<file path="config.mk">
export PLATFORM = sky130hd
export DESIGN_NAME = srd_serial_port
export DESIGN_NICKNAME = d
export VERILOG_FILES = /design/src/verilog/srd_pkg.sv /design/src/verilog/srd_fifo.sv /design/src/verilog/srd_rx.sv /design/src/verilog/srd_serial_port.sv
export VERILOG_INCLUDE_DIRS = /design/src /design/src/verilog
export SDC_FILE = /design/constraint.sdc
export NUM_CORES = 1
export LEC_CHECK = 0
export ABC_AREA = 1
export BUFFER_PORTS_ARGS = -buffer_cell sky130_fd_sc_hd__buf_2
export CORE_AREA = 3 3 384 386
export CTS_CLUSTER_SIZE = 30
export DETAILED_ROUTE_END_ITERATION = 16
export DIE_AREA = 0 0 387 389
export GPL_ROUTABILITY_DRIVEN = 0
export GPL_TIMING_DRIVEN = 0
export PLACE_DENSITY = 0.51
export SYNTH_ARGS = -nofsm -noshare
export SYNTH_HDL_FRONTEND = slang
export SYNTH_SLANG_ARGS = --single-unit
</file>
<file path="constraint.sdc">
create_clock -name core_clk -period 3 [get_ports core_clk]
set_input_delay 0.6 -clock core_clk [delete_from_list [all_inputs] [get_ports core_clk]]
set_output_delay 0.6 -clock core_clk [all_outputs]
set_load 0.005 [all_outputs]
</file>
<file path="src/verilog/srd_defs.svh">
// register map, field positions, reset values and timing of the serial port
`ifndef SRD_DEFS_SVH
`define SRD_DEFS_SVH
`define SRD_BAUD_OFS 8'h00
`define SRD_CFG_OFS 8'h04
`define SRD_RTSON_OFS 8'h08
`define SRD_RTSOFF_OFS 8'h0c
`define SRD_TXDATA_OFS 8'h10
`define SRD_RXDATA_OFS 8'h14
`define SRD_STAT_OFS 8'h18
`define SRD_CFG_PAR_LSB 0
`define SRD_CFG_DATA8_BIT 3
`define SRD_CFG_STOP2_BIT 4
`define SRD_CFG_FLOW_LSB 5
`define SRD_CFG_FIFO_BIT 7
`define SRD_CFG_IFACE_LSB 8
`define SRD_CFG_WIDTH 10
`define SRD_BAUD_WIDTH 22
`define SRD_BAUD_RST 22'h00043d
`define SRD_CFG_RST 10'h088
`define SRD_DLY_RST 7'h00
`define SRD_RX_VALID_BIT 31
`define SRD_ST_TXFULL 0
`define SRD_ST_TXEMPTY 1
`define SRD_ST_RXVALID 2
`define SRD_ST_TXBUSY 3
`define SRD_ST_RTS 4
`define SRD_ST_CTS 5
`define SRD_ST_OVR 6
`define SRD_ST_PERR 7
`define SRD_ST_FERR 8
`define SRD_CLK_HZ 125000000
`define SRD_CLK_NS 8
`define SRD_MS_NS 1000000
`define SRD_BAUD_MIN_BPS 50
`define SRD_BAUD_MAX_BPS 921600
`define SRD_DLY_MAX_MS 100
`define SRD_FIFO_DEPTH 32
`endif

</file>
<file path="src/verilog/srd_pkg.sv">
// types and parity helper shared by the serial port modules
`default_nettype none
package srd_pkg;
    typedef enum logic [2:0] {
        PAR_NONE = 3'h0, PAR_ODD = 3'h1, PAR_EVEN = 3'h2,
        PAR_MARK = 3'h3, PAR_SPACE = 3'h4
    } srd_parity_e;
    typedef enum logic [1:0] {
        FLOW_NONE = 2'h0, FLOW_RTSCTS = 2'h1, FLOW_TOGGLE = 2'h2
    } srd_flow_e;
    typedef enum logic [1:0] {
        IF_RS232 = 2'h0, IF_RS422 = 2'h1, IF_RS485_2W = 2'h2,
        IF_RS485_4W = 2'h3
    } srd_iface_e;
    typedef enum logic [3:0] {
        TG_IDLE = 4'h1, TG_ON = 4'h2, TG_SEND = 4'h4, TG_OFF = 4'h8
    } srd_rts_e;

    function automatic logic srd_par_bit(input logic [7:0] d,
        input logic data8, input srd_parity_e p);
        logic x;
        x = ^(data8 ? d : {1'b0, d[6:0]});
        case (p)
            PAR_ODD: return ~x;
            PAR_EVEN: return x;
            PAR_MARK: return 1'b1;
            default: return 1'b0;
        endcase
    endfunction
endpackage
`default_nettype wire

</file>
<file path="src/verilog/srd_fifo.sv">
// character fifo with valid/ready on both sides
`timescale 1ns/1ns
`default_nettype none
`include "srd_defs.svh"
module srd_fifo #(
    parameter int WIDTH = 8,
    parameter int DEPTH = `SRD_FIFO_DEPTH
) (
    // clock and reset
    input wire logic core_clk,
    input wire logic arst_n,
    // filling side
    input wire logic inValid,
    output logic inReady,
    input wire logic [WIDTH-1:0] inData,
    // draining side
    output logic outValid,
    input wire logic outReady,
    output logic [WIDTH-1:0] outData
);
    // depth must be a power of two: pointers wrap with one extra bit
    localparam int AW = $clog2(DEPTH);
    logic [WIDTH-1:0] mem [DEPTH];
    logic [AW:0] wrPtr_q;
    logic [AW:0] rdPtr_q;
    wire push = inValid && inReady;
    wire pop = outValid && outReady;

    assign outValid = wrPtr_q != rdPtr_q;
    assign inReady = !(wrPtr_q[AW] != rdPtr_q[AW]
        && wrPtr_q[AW-1:0] == rdPtr_q[AW-1:0]);
    assign outData = mem[rdPtr_q[AW-1:0]];

    always_ff @(posedge core_clk) begin
        if (push) mem[wrPtr_q[AW-1:0]] <= inData;
    end

    always_ff @(posedge core_clk or negedge arst_n) begin
        if (!arst_n) begin
            wrPtr_q <= '0;
            rdPtr_q <= '0;
        end else begin
            if (push) wrPtr_q <= wrPtr_q + 1'b1;
            if (pop) rdPtr_q <= rdPtr_q + 1'b1;
        end
    end
endmodule // srd_fifo
`default_nettype wire

</file>
<file path="src/verilog/srd_rx.sv">
// serial receiver: start detect, mid-bit sampling, parity and stop check
`timescale 1ns/1ns
`default_nettype none
`include "srd_defs.svh"
module srd_rx
    import srd_pkg::*;
#(
    parameter int BW = `SRD_BAUD_WIDTH
) (
    // clock and reset
    input wire logic core_clk,
    input wire logic arst_n,
    // line and setup
    input wire logic rxd,
    input wire logic rxEn,
    input wire logic [BW-1:0] baudDiv,
    input wire logic data8,
    input wire srd_parity_e parity,
    // received character
    output logic chValid,
    output logic [7:0] chData,
    output logic chPerr,
    output logic chFerr
);
    logic busy_q;
    logic [3:0] idx_q;
    logic [BW-1:0] cnt_q;
    logic [10:0] bits_q;
    wire hasPar = parity != PAR_NONE;
    wire [3:0] parIdx = data8 ? 4'd9 : 4'd8;
    wire [3:0] stopIdx = parIdx + {3'b0, hasPar};
    wire tick = busy_q && cnt_q == '0;
    wire [7:0] dataNow = data8 ? bits_q[8:1] : {1'b0, bits_q[7:1]};

    always_ff @(posedge core_clk or negedge arst_n) begin
        if (!arst_n) begin
            busy_q <= 1'b0;
            idx_q <= '0;
            cnt_q <= '0;
            bits_q <= '0;
        end else if (!rxEn) begin
            busy_q <= 1'b0;
        end else if (!busy_q) begin
            // first sample lands in the middle of the start bit
            if (!rxd) begin
                busy_q <= 1'b1;
                cnt_q <= baudDiv >> 1;
                idx_q <= '0;
            end
        end else if (!tick) begin
            cnt_q <= cnt_q - 1'b1;
        end else begin
            bits_q[idx_q] <= rxd;
            cnt_q <= baudDiv - 1'b1;
            if ((idx_q == 4'd0 && rxd) || idx_q == stopIdx) busy_q <= 1'b0;
            else idx_q <= idx_q + 1'b1;
        end
    end

    always_ff @(posedge core_clk or negedge arst_n) begin
        if (!arst_n) begin
            chValid <= 1'b0;
            chData <= '0;
            chPerr <= 1'b0;
            chFerr <= 1'b0;
        end else begin
            chValid <= rxEn && tick && idx_q == stopIdx;
            if (tick && idx_q == stopIdx) begin
                chData <= dataNow;
                chFerr <= !rxd;
                chPerr <= hasPar && bits_q[parIdx]
                    != srd_par_bit(dataNow, data8, parity);
            end
        end
    end
endmodule // srd_rx
`default_nettype wire

</file>
<file path="src/verilog/srd_serial_port.sv">
// serial port top: apb registers, transmitter, rts and line driver control
//
// The address map and the APB register port were decided locally.
`timescale 1ns/1ns
`default_nettype none
`include "srd_defs.svh"

module srd_serial_port
    import srd_pkg::*;
#(
    parameter int unsigned DIV_MAX = `SRD_CLK_HZ / `SRD_BAUD_MIN_BPS,
    parameter int unsigned MS_CYCLES = `SRD_MS_NS / `SRD_CLK_NS,
    parameter int DEPTH = `SRD_FIFO_DEPTH
) (
    // clock and reset
    input wire logic core_clk,
    input wire logic arst_n,
    // apb slave
    input wire logic psel,
    input wire logic penable,
    input wire logic pwrite,
    input wire logic [7:0] paddr,
    input wire logic [31:0] pwdata,
    output logic [31:0] prdata,
    output logic pready,
    output logic pslverr,
    // serial line
    output logic txd,
    input wire logic rxd,
    output logic rts,
    input wire logic cts,
    output logic drvEn,
    output logic rcvEn
);
    localparam int unsigned DIV_MIN = `SRD_CLK_HZ / `SRD_BAUD_MAX_BPS;
    localparam int BW = `SRD_BAUD_WIDTH;
    localparam logic [6:0] DLY_MAX = 7'(`SRD_DLY_MAX_MS);

    logic [BW-1:0] baudDiv_q;
    logic [`SRD_CFG_WIDTH-1:0] cfg_q;
    logic [6:0] onMs_q;
    logic [6:0] offMs_q;
    logic ovr_q;
    logic perrSt_q;
    logic ferrSt_q;
    logic pready_q;
    logic pslverr_q;
    logic [31:0] prdata_q;
    logic txd_q;
    logic rts_q;
    logic drvEn_q;
    logic rcvEn_q;
    logic txBusy_q;
    logic [10:0] txShift_q;
    logic [3:0] txLeft_q;
    logic [BW-1:0] txCnt_q;
    srd_rts_e tgl_q;
    srd_rts_e tglNext;
    logic [31:0] presc_q;
    logic [6:0] msCnt_q;
    logic [31:0] rdMux;
    logic mapped;
    logic [11:0] txFrame;
    logic [3:0] txLen;
    logic txPermit;

    srd_parity_e parity;
    srd_flow_e flow;
    srd_iface_e iface;
    assign parity = srd_parity_e'(cfg_q[`SRD_CFG_PAR_LSB +: 3]);
    assign flow = srd_flow_e'(cfg_q[`SRD_CFG_FLOW_LSB +: 2]);
    assign iface = srd_iface_e'(cfg_q[`SRD_CFG_IFACE_LSB +: 2]);
    wire data8 = cfg_q[`SRD_CFG_DATA8_BIT];
    wire stop2 = cfg_q[`SRD_CFG_STOP2_BIT];
    wire fifoEn = cfg_q[`SRD_CFG_FIFO_BIT];
    wire tglOn = flow == FLOW_TOGGLE && iface == IF_RS232;

    // apb handshake
    wire apbAcc = psel && penable;
    wire apbDone = apbAcc && pready_q;
    wire apbWr = apbDone && pwrite;
    wire isTx = paddr == `SRD_TXDATA_OFS;
    wire isRx = paddr == `SRD_RXDATA_OFS;
    wire isSt = paddr == `SRD_STAT_OFS;

    // fifos
    wire txInRaw;
    wire txOutValid;
    wire [7:0] txOutData;
    wire txGo;
    wire rxInRaw;
    wire rxOutValid;
    wire [9:0] rxOutData;
    wire chValid;
    wire [7:0] chData;
    wire chPerr;
    wire chFerr;
    // with the fifo off only one character is held at a time
    wire txInRdy = txInRaw && (fifoEn || !txOutValid);
    wire rxPushOk = rxInRaw && (fifoEn || !rxOutValid);
    wire rxPop = apbDone && !pwrite && isRx && prdata_q[`SRD_RX_VALID_BIT];

    srd_fifo #(.WIDTH(8), .DEPTH(DEPTH)) txFifo (
        .core_clk(core_clk),
        .arst_n(arst_n),
        .inValid(apbWr && isTx),
        .inReady(txInRaw),
        .inData(pwdata[7:0]),
        .outValid(txOutValid),
        .outReady(txGo),
        .outData(txOutData)
    );

    srd_fifo #(.WIDTH(10), .DEPTH(DEPTH)) rxFifo (
        .core_clk(core_clk),
        .arst_n(arst_n),
        .inValid(chValid && rxPushOk),
        .inReady(rxInRaw),
        .inData({chFerr, chPerr, chData}),
        .outValid(rxOutValid),
        .outReady(rxPop),
        .outData(rxOutData)
    );

    srd_rx #(.BW(BW)) rxUnit (
        .core_clk(core_clk),
        .arst_n(arst_n),
        .rxd(rxd),
        .rxEn(rcvEn_q),
        .baudDiv(baudDiv_q),
        .data8(data8),
        .parity(parity),
        .chValid(chValid),
        .chData(chData),
        .chPerr(chPerr),
        .chFerr(chFerr)
    );

    // register read view
    always_comb begin
        rdMux = '0;
        mapped = 1'b1;
        case (paddr)
            `SRD_BAUD_OFS: rdMux[BW-1:0] = baudDiv_q;
            `SRD_CFG_OFS: rdMux[`SRD_CFG_WIDTH-1:0] = cfg_q;
            `SRD_RTSON_OFS: rdMux[6:0] = onMs_q;
            `SRD_RTSOFF_OFS: rdMux[6:0] = offMs_q;
            `SRD_TXDATA_OFS: rdMux = '0;
            `SRD_RXDATA_OFS: begin
                rdMux[`SRD_RX_VALID_BIT] = rxOutValid;
                rdMux[9:0] = rxOutData;
            end
            `SRD_STAT_OFS: begin
                rdMux[`SRD_ST_TXFULL] = !txInRdy;
                rdMux[`SRD_ST_TXEMPTY] = !txOutValid;
                rdMux[`SRD_ST_RXVALID] = rxOutValid;
                rdMux[`SRD_ST_TXBUSY] = txBusy_q;
                rdMux[`SRD_ST_RTS] = rts_q;
                rdMux[`SRD_ST_CTS] = cts;
                rdMux[`SRD_ST_OVR] = ovr_q;
                rdMux[`SRD_ST_PERR] = perrSt_q;
                rdMux[`SRD_ST_FERR] = ferrSt_q;
            end
            default: mapped = 1'b0;
        endcase
    end

    // answer one cycle into the access phase; a full tx fifo stalls it
    always_ff @(posedge core_clk or negedge arst_n) begin
        if (!arst_n) begin
            pready_q <= 1'b0;
            pslverr_q <= 1'b0;
            prdata_q <= '0;
        end else if (apbAcc && !pready_q) begin
            if (!(pwrite && isTx && !txInRdy)) begin
                pready_q <= 1'b1;
                pslverr_q <= !mapped;
                prdata_q <= pwrite ? 32'h0000_0000 : rdMux;
            end
        end else begin
            pready_q <= 1'b0;
            pslverr_q <= 1'b0;
        end
    end

    // configuration; out-of-range values are clamped
    always_ff @(posedge core_clk or negedge arst_n) begin
        if (!arst_n) begin
            baudDiv_q <= `SRD_BAUD_RST;
            cfg_q <= `SRD_CFG_RST;
            onMs_q <= `SRD_DLY_RST;
            offMs_q <= `SRD_DLY_RST;
        end else if (apbWr) begin
            case (paddr)
                `SRD_BAUD_OFS: begin
                    if (pwdata > DIV_MAX) baudDiv_q <= BW'(DIV_MAX);
                    else if (pwdata < DIV_MIN) baudDiv_q <= BW'(DIV_MIN);
                    else baudDiv_q <= pwdata[BW-1:0];
                end
                `SRD_CFG_OFS: cfg_q <= pwdata[`SRD_CFG_WIDTH-1:0];
                `SRD_RTSON_OFS:
                    onMs_q <= pwdata > 32'(DLY_MAX) ? DLY_MAX : pwdata[6:0];
                `SRD_RTSOFF_OFS:
                    offMs_q <= pwdata > 32'(DLY_MAX) ? DLY_MAX : pwdata[6:0];
                default: ;
            endcase
        end
    end

    // sticky receive errors, write one to clear; a new event wins
    always_ff @(posedge core_clk or negedge arst_n) begin
        if (!arst_n) begin
            ovr_q <= 1'b0;
            perrSt_q <= 1'b0;
            ferrSt_q <= 1'b0;
        end else begin
            ovr_q <= (chValid && !rxPushOk)
                || (ovr_q && !(apbWr && isSt && pwdata[`SRD_ST_OVR]));
            perrSt_q <= (chValid && chPerr)
                || (perrSt_q && !(apbWr && isSt && pwdata[`SRD_ST_PERR]));
            ferrSt_q <= (chValid && chFerr)
                || (ferrSt_q && !(apbWr && isSt && pwdata[`SRD_ST_FERR]));
        end
    end

    // frame image, lsb first: start, data, parity, stop bits
    always_comb begin
        txFrame = '1;
        txFrame[0] = 1'b0;
        for (int i = 0; i < 8; i++) begin
            if (i < 7 || data8) txFrame[i+1] = txOutData[i];
        end
        if (parity != PAR_NONE) begin
            txFrame[data8 ? 9 : 8] = srd_par_bit(txOutData, data8, parity);
        end
        txLen = (data8 ? 4'd10 : 4'd9) + {3'b0, parity != PAR_NONE}
            + {3'b0, stop2};
    end

    always_comb begin
        if (flow == FLOW_RTSCTS) txPermit = cts;
        else if (tglOn) txPermit = tgl_q == TG_SEND;
        else txPermit = 1'b1;
    end
    assign txGo = txOutValid && !txBusy_q && txPermit;

    // transmitter shift engine
    always_ff @(posedge core_clk or negedge arst_n) begin
        if (!arst_n) begin
            txBusy_q <= 1'b0;
            txShift_q <= '1;
            txLeft_q <= '0;
            txCnt_q <= '0;
            txd_q <= 1'b1;
        end else if (txGo) begin
            txBusy_q <= 1'b1;
            txd_q <= txFrame[0];
            txShift_q <= txFrame[11:1];
            txLeft_q <= txLen - 4'd1;
            txCnt_q <= baudDiv_q - 1'b1;
        end else if (txBusy_q) begin
            if (txCnt_q != '0) begin
                txCnt_q <= txCnt_q - 1'b1;
            end else if (txLeft_q == 4'd0) begin
                txBusy_q <= 1'b0;
            end else begin
                txd_q <= txShift_q[0];
                txShift_q <= {1'b1, txShift_q[10:1]};
                txLeft_q <= txLeft_q - 4'd1;
                txCnt_q <= baudDiv_q - 1'b1;
            end
        end
    end

    // rts toggle sequencing
    wire tmrDone = msCnt_q == (tgl_q == TG_ON ? onMs_q : offMs_q);
    always_comb begin
        tglNext = tgl_q;
        if (!tglOn) begin
            tglNext = TG_IDLE;
        end else begin
            case (tgl_q)
                TG_IDLE: if (txOutValid) tglNext = TG_ON;
                TG_ON: if (tmrDone) tglNext = TG_SEND;
                TG_SEND: if (!txOutValid && !txBusy_q) tglNext = TG_OFF;
                TG_OFF: begin
                    if (txOutValid) tglNext = TG_SEND;
                    else if (tmrDone) tglNext = TG_IDLE;
                end
                default: tglNext = TG_IDLE;
            endcase
        end
    end

    always_ff @(posedge core_clk or negedge arst_n) begin
        if (!arst_n) tgl_q <= TG_IDLE;
        else tgl_q <= tglNext;
    end

    // millisecond timer restarts on every state change
    always_ff @(posedge core_clk or negedge arst_n) begin
        if (!arst_n) begin
            presc_q <= '0;
            msCnt_q <= '0;
        end else if (tglNext != tgl_q) begin
            presc_q <= '0;
            msCnt_q <= '0;
        end else if (presc_q >= MS_CYCLES - 1) begin
            presc_q <= '0;
            if (msCnt_q != 7'h7f) msCnt_q <= msCnt_q + 7'h01;
        end else begin
            presc_q <= presc_q + 32'h0000_0001;
        end
    end

    // line control outputs
    always_ff @(posedge core_clk or negedge arst_n) begin
        if (!arst_n) begin
            rts_q <= 1'b0;
            drvEn_q <= 1'b0;
            rcvEn_q <= 1'b0;
        end else begin
            if (tglOn) rts_q <= tglNext != TG_IDLE;
            else if (flow == FLOW_RTSCTS) rts_q <= rxPushOk;
            else rts_q <= 1'b1;
            case (iface)
                IF_RS485_2W: begin
                    // half duplex: receiver off so our own echo is ignored
                    drvEn_q <= txGo || txBusy_q;
                    rcvEn_q <= !(txGo || txBusy_q);
                end
                IF_RS485_4W: begin
                    drvEn_q <= txGo || txBusy_q;
                    rcvEn_q <= 1'b1;
                end
                default: begin
                    drvEn_q <= 1'b1;
                    rcvEn_q <= 1'b1;
                end
            endcase
        end
    end

    assign prdata = prdata_q;
    assign pready = pready_q;
    assign pslverr = pslverr_q;
    assign txd = txd_q;
    assign rts = rts_q;
    assign drvEn = drvEn_q;
    assign rcvEn = rcvEn_q;
endmodule // srd_serial_port
`default_nettype wire

</file>
==> qor.json <==
{
  "seq_power_share": 0.497,
  "synthesis.area_sq_um": 36000,
  "yosys.area.top_type_share": 0.481,
  "cellPowerDensity_nw_per_um2": 558,
  "place.detailed.hpwl_mm": 78.7,
  "drt_pass1_iterations": 6,
  "via_count": 27100,
  "postSynth.topFlopCell": "edfxtp_1",
  "syn_area_per_cell_sq_um": 10.3,
  "synthAdderAreaFrac": 0.00980,
  "r2r_cells": 9,
  "setup.worst_path.end_class": "register",
  "gr-total-overflow": 0,
  "wire_per_inst_um": 20.2,
  "rsz0062_at_grt": "yes",
  "p_int_mw": 19.1,
  "routed_wl_mm": 115,
  "crit_path_frequent_cell": "inv_1",
  "finalCoreUtilization": 0.304,
  "port-buffer-count": 75,
  "synth.most_common_cell": "nand2_1",
  "crit_path_end": "txFifo.mem[18][3]$_DFFE_PP_",
  "max_freq_mhz": 316,
  "clockBufferDepth": 3,
  "violations_in_the_final_reports": "setup timing",
  "cts-buffers-inserted": 90,
  "cp_slowest_stage_delay_ps": 590,
  "first_iter_violations": 2724,
  "drt-vias-per-instance": 4.74,
  "worst_setup_hold_path_clk_slew_ps": 70,
  "fin_setup_tns_ps": -13050,
  "timing.critical_path.cells": "and3_1 > inv_1 > nor2_1 > inv_1 > nor2_1 > nand2_1 > inv_1 > nand2_1 > nor2_2",
  "synthesized_area_fraction_occupied_by_ao_oa_aoi_and_oai_cells": 0.0956,
  "grt_max_degree": 97,
  "worst-endpoint-arrival_ps": 3440,
  "synthTopCellsByArea": "edfxtp_1, dfrtp_1, nand2_1, nor2_1, o21ai_0",
  "antenna_left": 0,
  "critical_path_fanouts_max": 8,
  "netSwitchingFraction": 0.217,
  "fin_total_pwr_mw": 24.4,
  "netlist_instances": 3493,
  "p_leak_nw": 15.7,
  "ctsRootBufferMaster": "clkbuf_16",
  "grt_first_pass_wirelength_mm": 171,
  "startpoint": "pready$_DFFE_PN0P_",
  "fraction_of_layout_instances_using_a_drive_strength_above_1": 0.145,
  "ys_async_sr_fraction": 0.284,
  "setup_viol": 128,
  "startpoint_type": "register",
  "hp-class": "input pin to register",
  "rr_endpoint": "txFifo.mem[18][3]$_DFFE_PP_",
  "grt_use_total": 0.149,
  "fp.dieH_um": 389,
  "die_area_sq_um": 151000,
  "yosysUniqueCellTypes": 59,
  "maxSlewHeadroom": 0.122,
  "worst-endpoint-required_ps": 3280,
  "setup_ws_ps": -162,
  "slew_violations": 0,
  "synth_largest_area_cell": "edfxtp_1",
  "floorplan.rows": 139,
  "total_of_max_cap_violations": 0,
  "synth_top_family_by_area": "simple AND/OR/NAND/NOR gates",
  "share_comb_of_total_power": 0.032,
  "h_tree_lvls": 3,
  "post_synth_and_or_nand_nor_area_fraction": 0.178,
  "whs_path_depth": 3,
  "path_class": "register to register",
  "drc_errors": 0,
  "regToRegStartpoint": "pready$_DFFE_PN0P_",
  "clock_power_share": 0.472,
  "finalCriticalPeriod_ps": 3160,
  "p_switching_mw": 5.28,
  "clock_tree_from_tritoncts": "done",
  "clock_latency_ps": 680,
  "grt_pass1_vias": 25900,
  "yosysWarningCount": 0,
  "final_net_count": 3808,
  "vdd_ir_drop_max_mv": 0.468,
  "post_synthesis_share_of_cell_area_spent_on_xor_and_xnor_gates": 0.0268,
  "synth-seq-cells": 804,
  "final.period_utilization": 1.05,
  "yosys-top-cells-count": "nand2_1, edfxtp_1, nor2_1",
  "synth_mux_area_frac": 0.00278,
  "fraction_of_the_yosys_area_taken_by_sequential_cells": 0.640,
  "rrSetupSlack_ps": -160,
  "core-area_sq_um": 144000,
  "num_io_pins": 85,
  "floorplan.initialDensity": 0.250,
  "floorplan.die.width_um": 387,
  "synth_enable_flop_cells": 576,
  "antenna_found_initial": 9,
  "timing_worst_slew_pin_value_ps": 1320,
  "final-hold-violation-count": 0,
  "outcome": "complete, but fails checks",
  "clock_sinks": 804,
  "fin_worst_skew_ps": 35.8,
  "critPathSlowestCell": "nor2_2",
  "syn_to_final_growth_pct": 21.5
}
registers in the layout, indices dropped and copies added (netlist names), 7 cells and up:
| signal | flops |
|---|---|
| cfg_q | 10 |
| rxUnit.chData | 8 |
| onMs_q | 7 |
| txShift_q | 9 |
| presc_q | 32 |
| offMs_q | 7 |
| rxFifo.mem | 320 |
| rxUnit.bits_q | 9 |
| txFifo.mem | 256 |
| baudDiv_q | 22 |
| txCnt_q | 22 |
| prdata | 23 |
| msCnt_q | 7 |
| rxUnit.cnt_q | 22 |
cell families (layout without fill, tap and decap cells):
logic type	count (synthesis)	in the layout
mux	9	9
simple gates	1524	1524
compound gates	591	591
xor+xnor	110	110
flops	804	804
buf+inv	427	715
other cells	1	27
fa+ha+maj	27	27
power by group through the flow:
stage	sequential (mW)	combinational, mW	clock [mW]
floorplan	12.3	0.466	0
finish	12.1	0.778	11.5
CTS	12.1	0.781	11.7
detailed placement	12.3	0.774	0
global route	12.1	0.883	12.1
global placement	12.3	0.753	0
area by class of cell:
type                            instances  area (sq um)
Clock buffer                          105          2360
Multi-Input combinational cell       2285         12100
Inverter                              257           982
Tap cell                             1903          2380
Sequential cell                       804         23000
Antenna cell                            3          7.51
Buffer                                170           925
Fill cell                           14800        100000
Timing Repair Buffer                  126          1240
Clock inverter                         57           702
critical path, delay by kind of cell (launching register included):
kind	cells	cell delay (ps)
DFF	1	360
buffers and inverters	3	440
and+or+nand+nor	6	1950
how the worst min path moves through the flow:
stage | from | to | slack (ps)
floorplan | arst_n | baudDiv_q[11]$_DFFE_PN0P_ | 300
global placement | presc_q[0]$_DFF_PN0_ | presc_q[0]$_DFF_PN0_ | 450
detailed placement | presc_q[0]$_DFF_PN0_ | presc_q[0]$_DFF_PN0_ | 450
CTS | pwdata[14] | baudDiv_q[14]$_DFFE_PN0P_ | 150
global route | pwdata[14] | baudDiv_q[14]$_DFFE_PN0P_ | 200
finish | pwdata[14] | baudDiv_q[14]$_DFFE_PN0P_ | 200
through the flow:
step                area, sq um  std cells  hold WS (ps)  setup WS, ps
global placement          38800       5494           451         -3050
global route              43700       5707           200          -256
detailed placement        38900       5496           453          -853
floorplan                 36100       3516           304           417
finish                    43700       5710           195          -162
CTS                       43100       5699           154          -213
repair_timing:
item                                    4_1_cts  5_1_grt
pin swaps                                    33        9
hold buffers                                  1        0
gates resized for setup                     179      167
cloned                                        0        0
hold endpoints to repair                     52        0
endpoints found under the setup margin      615      662
buffers inserted                             40        7
layout by cell type (no fill, tap or decap), drive strengths merged, types with 13 or more instances in the layout:
cell type	Yosys	final
ha	25	25
o221ai	35	35
nand3	248	248
buf	47	174
dfrtp	209	209
nor2	451	451
nor3	45	45
conb	1	24
bufinv	0	14
dfstp	19	19
o22ai	68	68
o31ai	14	14
nand2	717	717
inv	249	253
xnor2	26	26
o2111ai	13	13
edfxtp	576	576
xor2	84	84
nor4	22	22
o21ai	328	328
clkbuf	123	226
nand4	33	33
a21oi	75	75
clkinv	8	40
per-layer routing:
| layer | vias up | share of wire | routed length (um) | track usage |
|---|---|---|---|---|
| met5 | - | 0.00045 | 52 | 0 |
| met4 | 8 | 0.031 | 3600 | 0.0485 |
| met3 | 198 | 0.073 | 8360 | 0.0250 |
| met2 | 1037 | 0.44 | 50500 | 0.228 |
| met1 | 13300 | 0.46 | 52800 | 0.214 |
| li1 | 12600 | - | - | - |
Power figures use the tool's default switching activity.
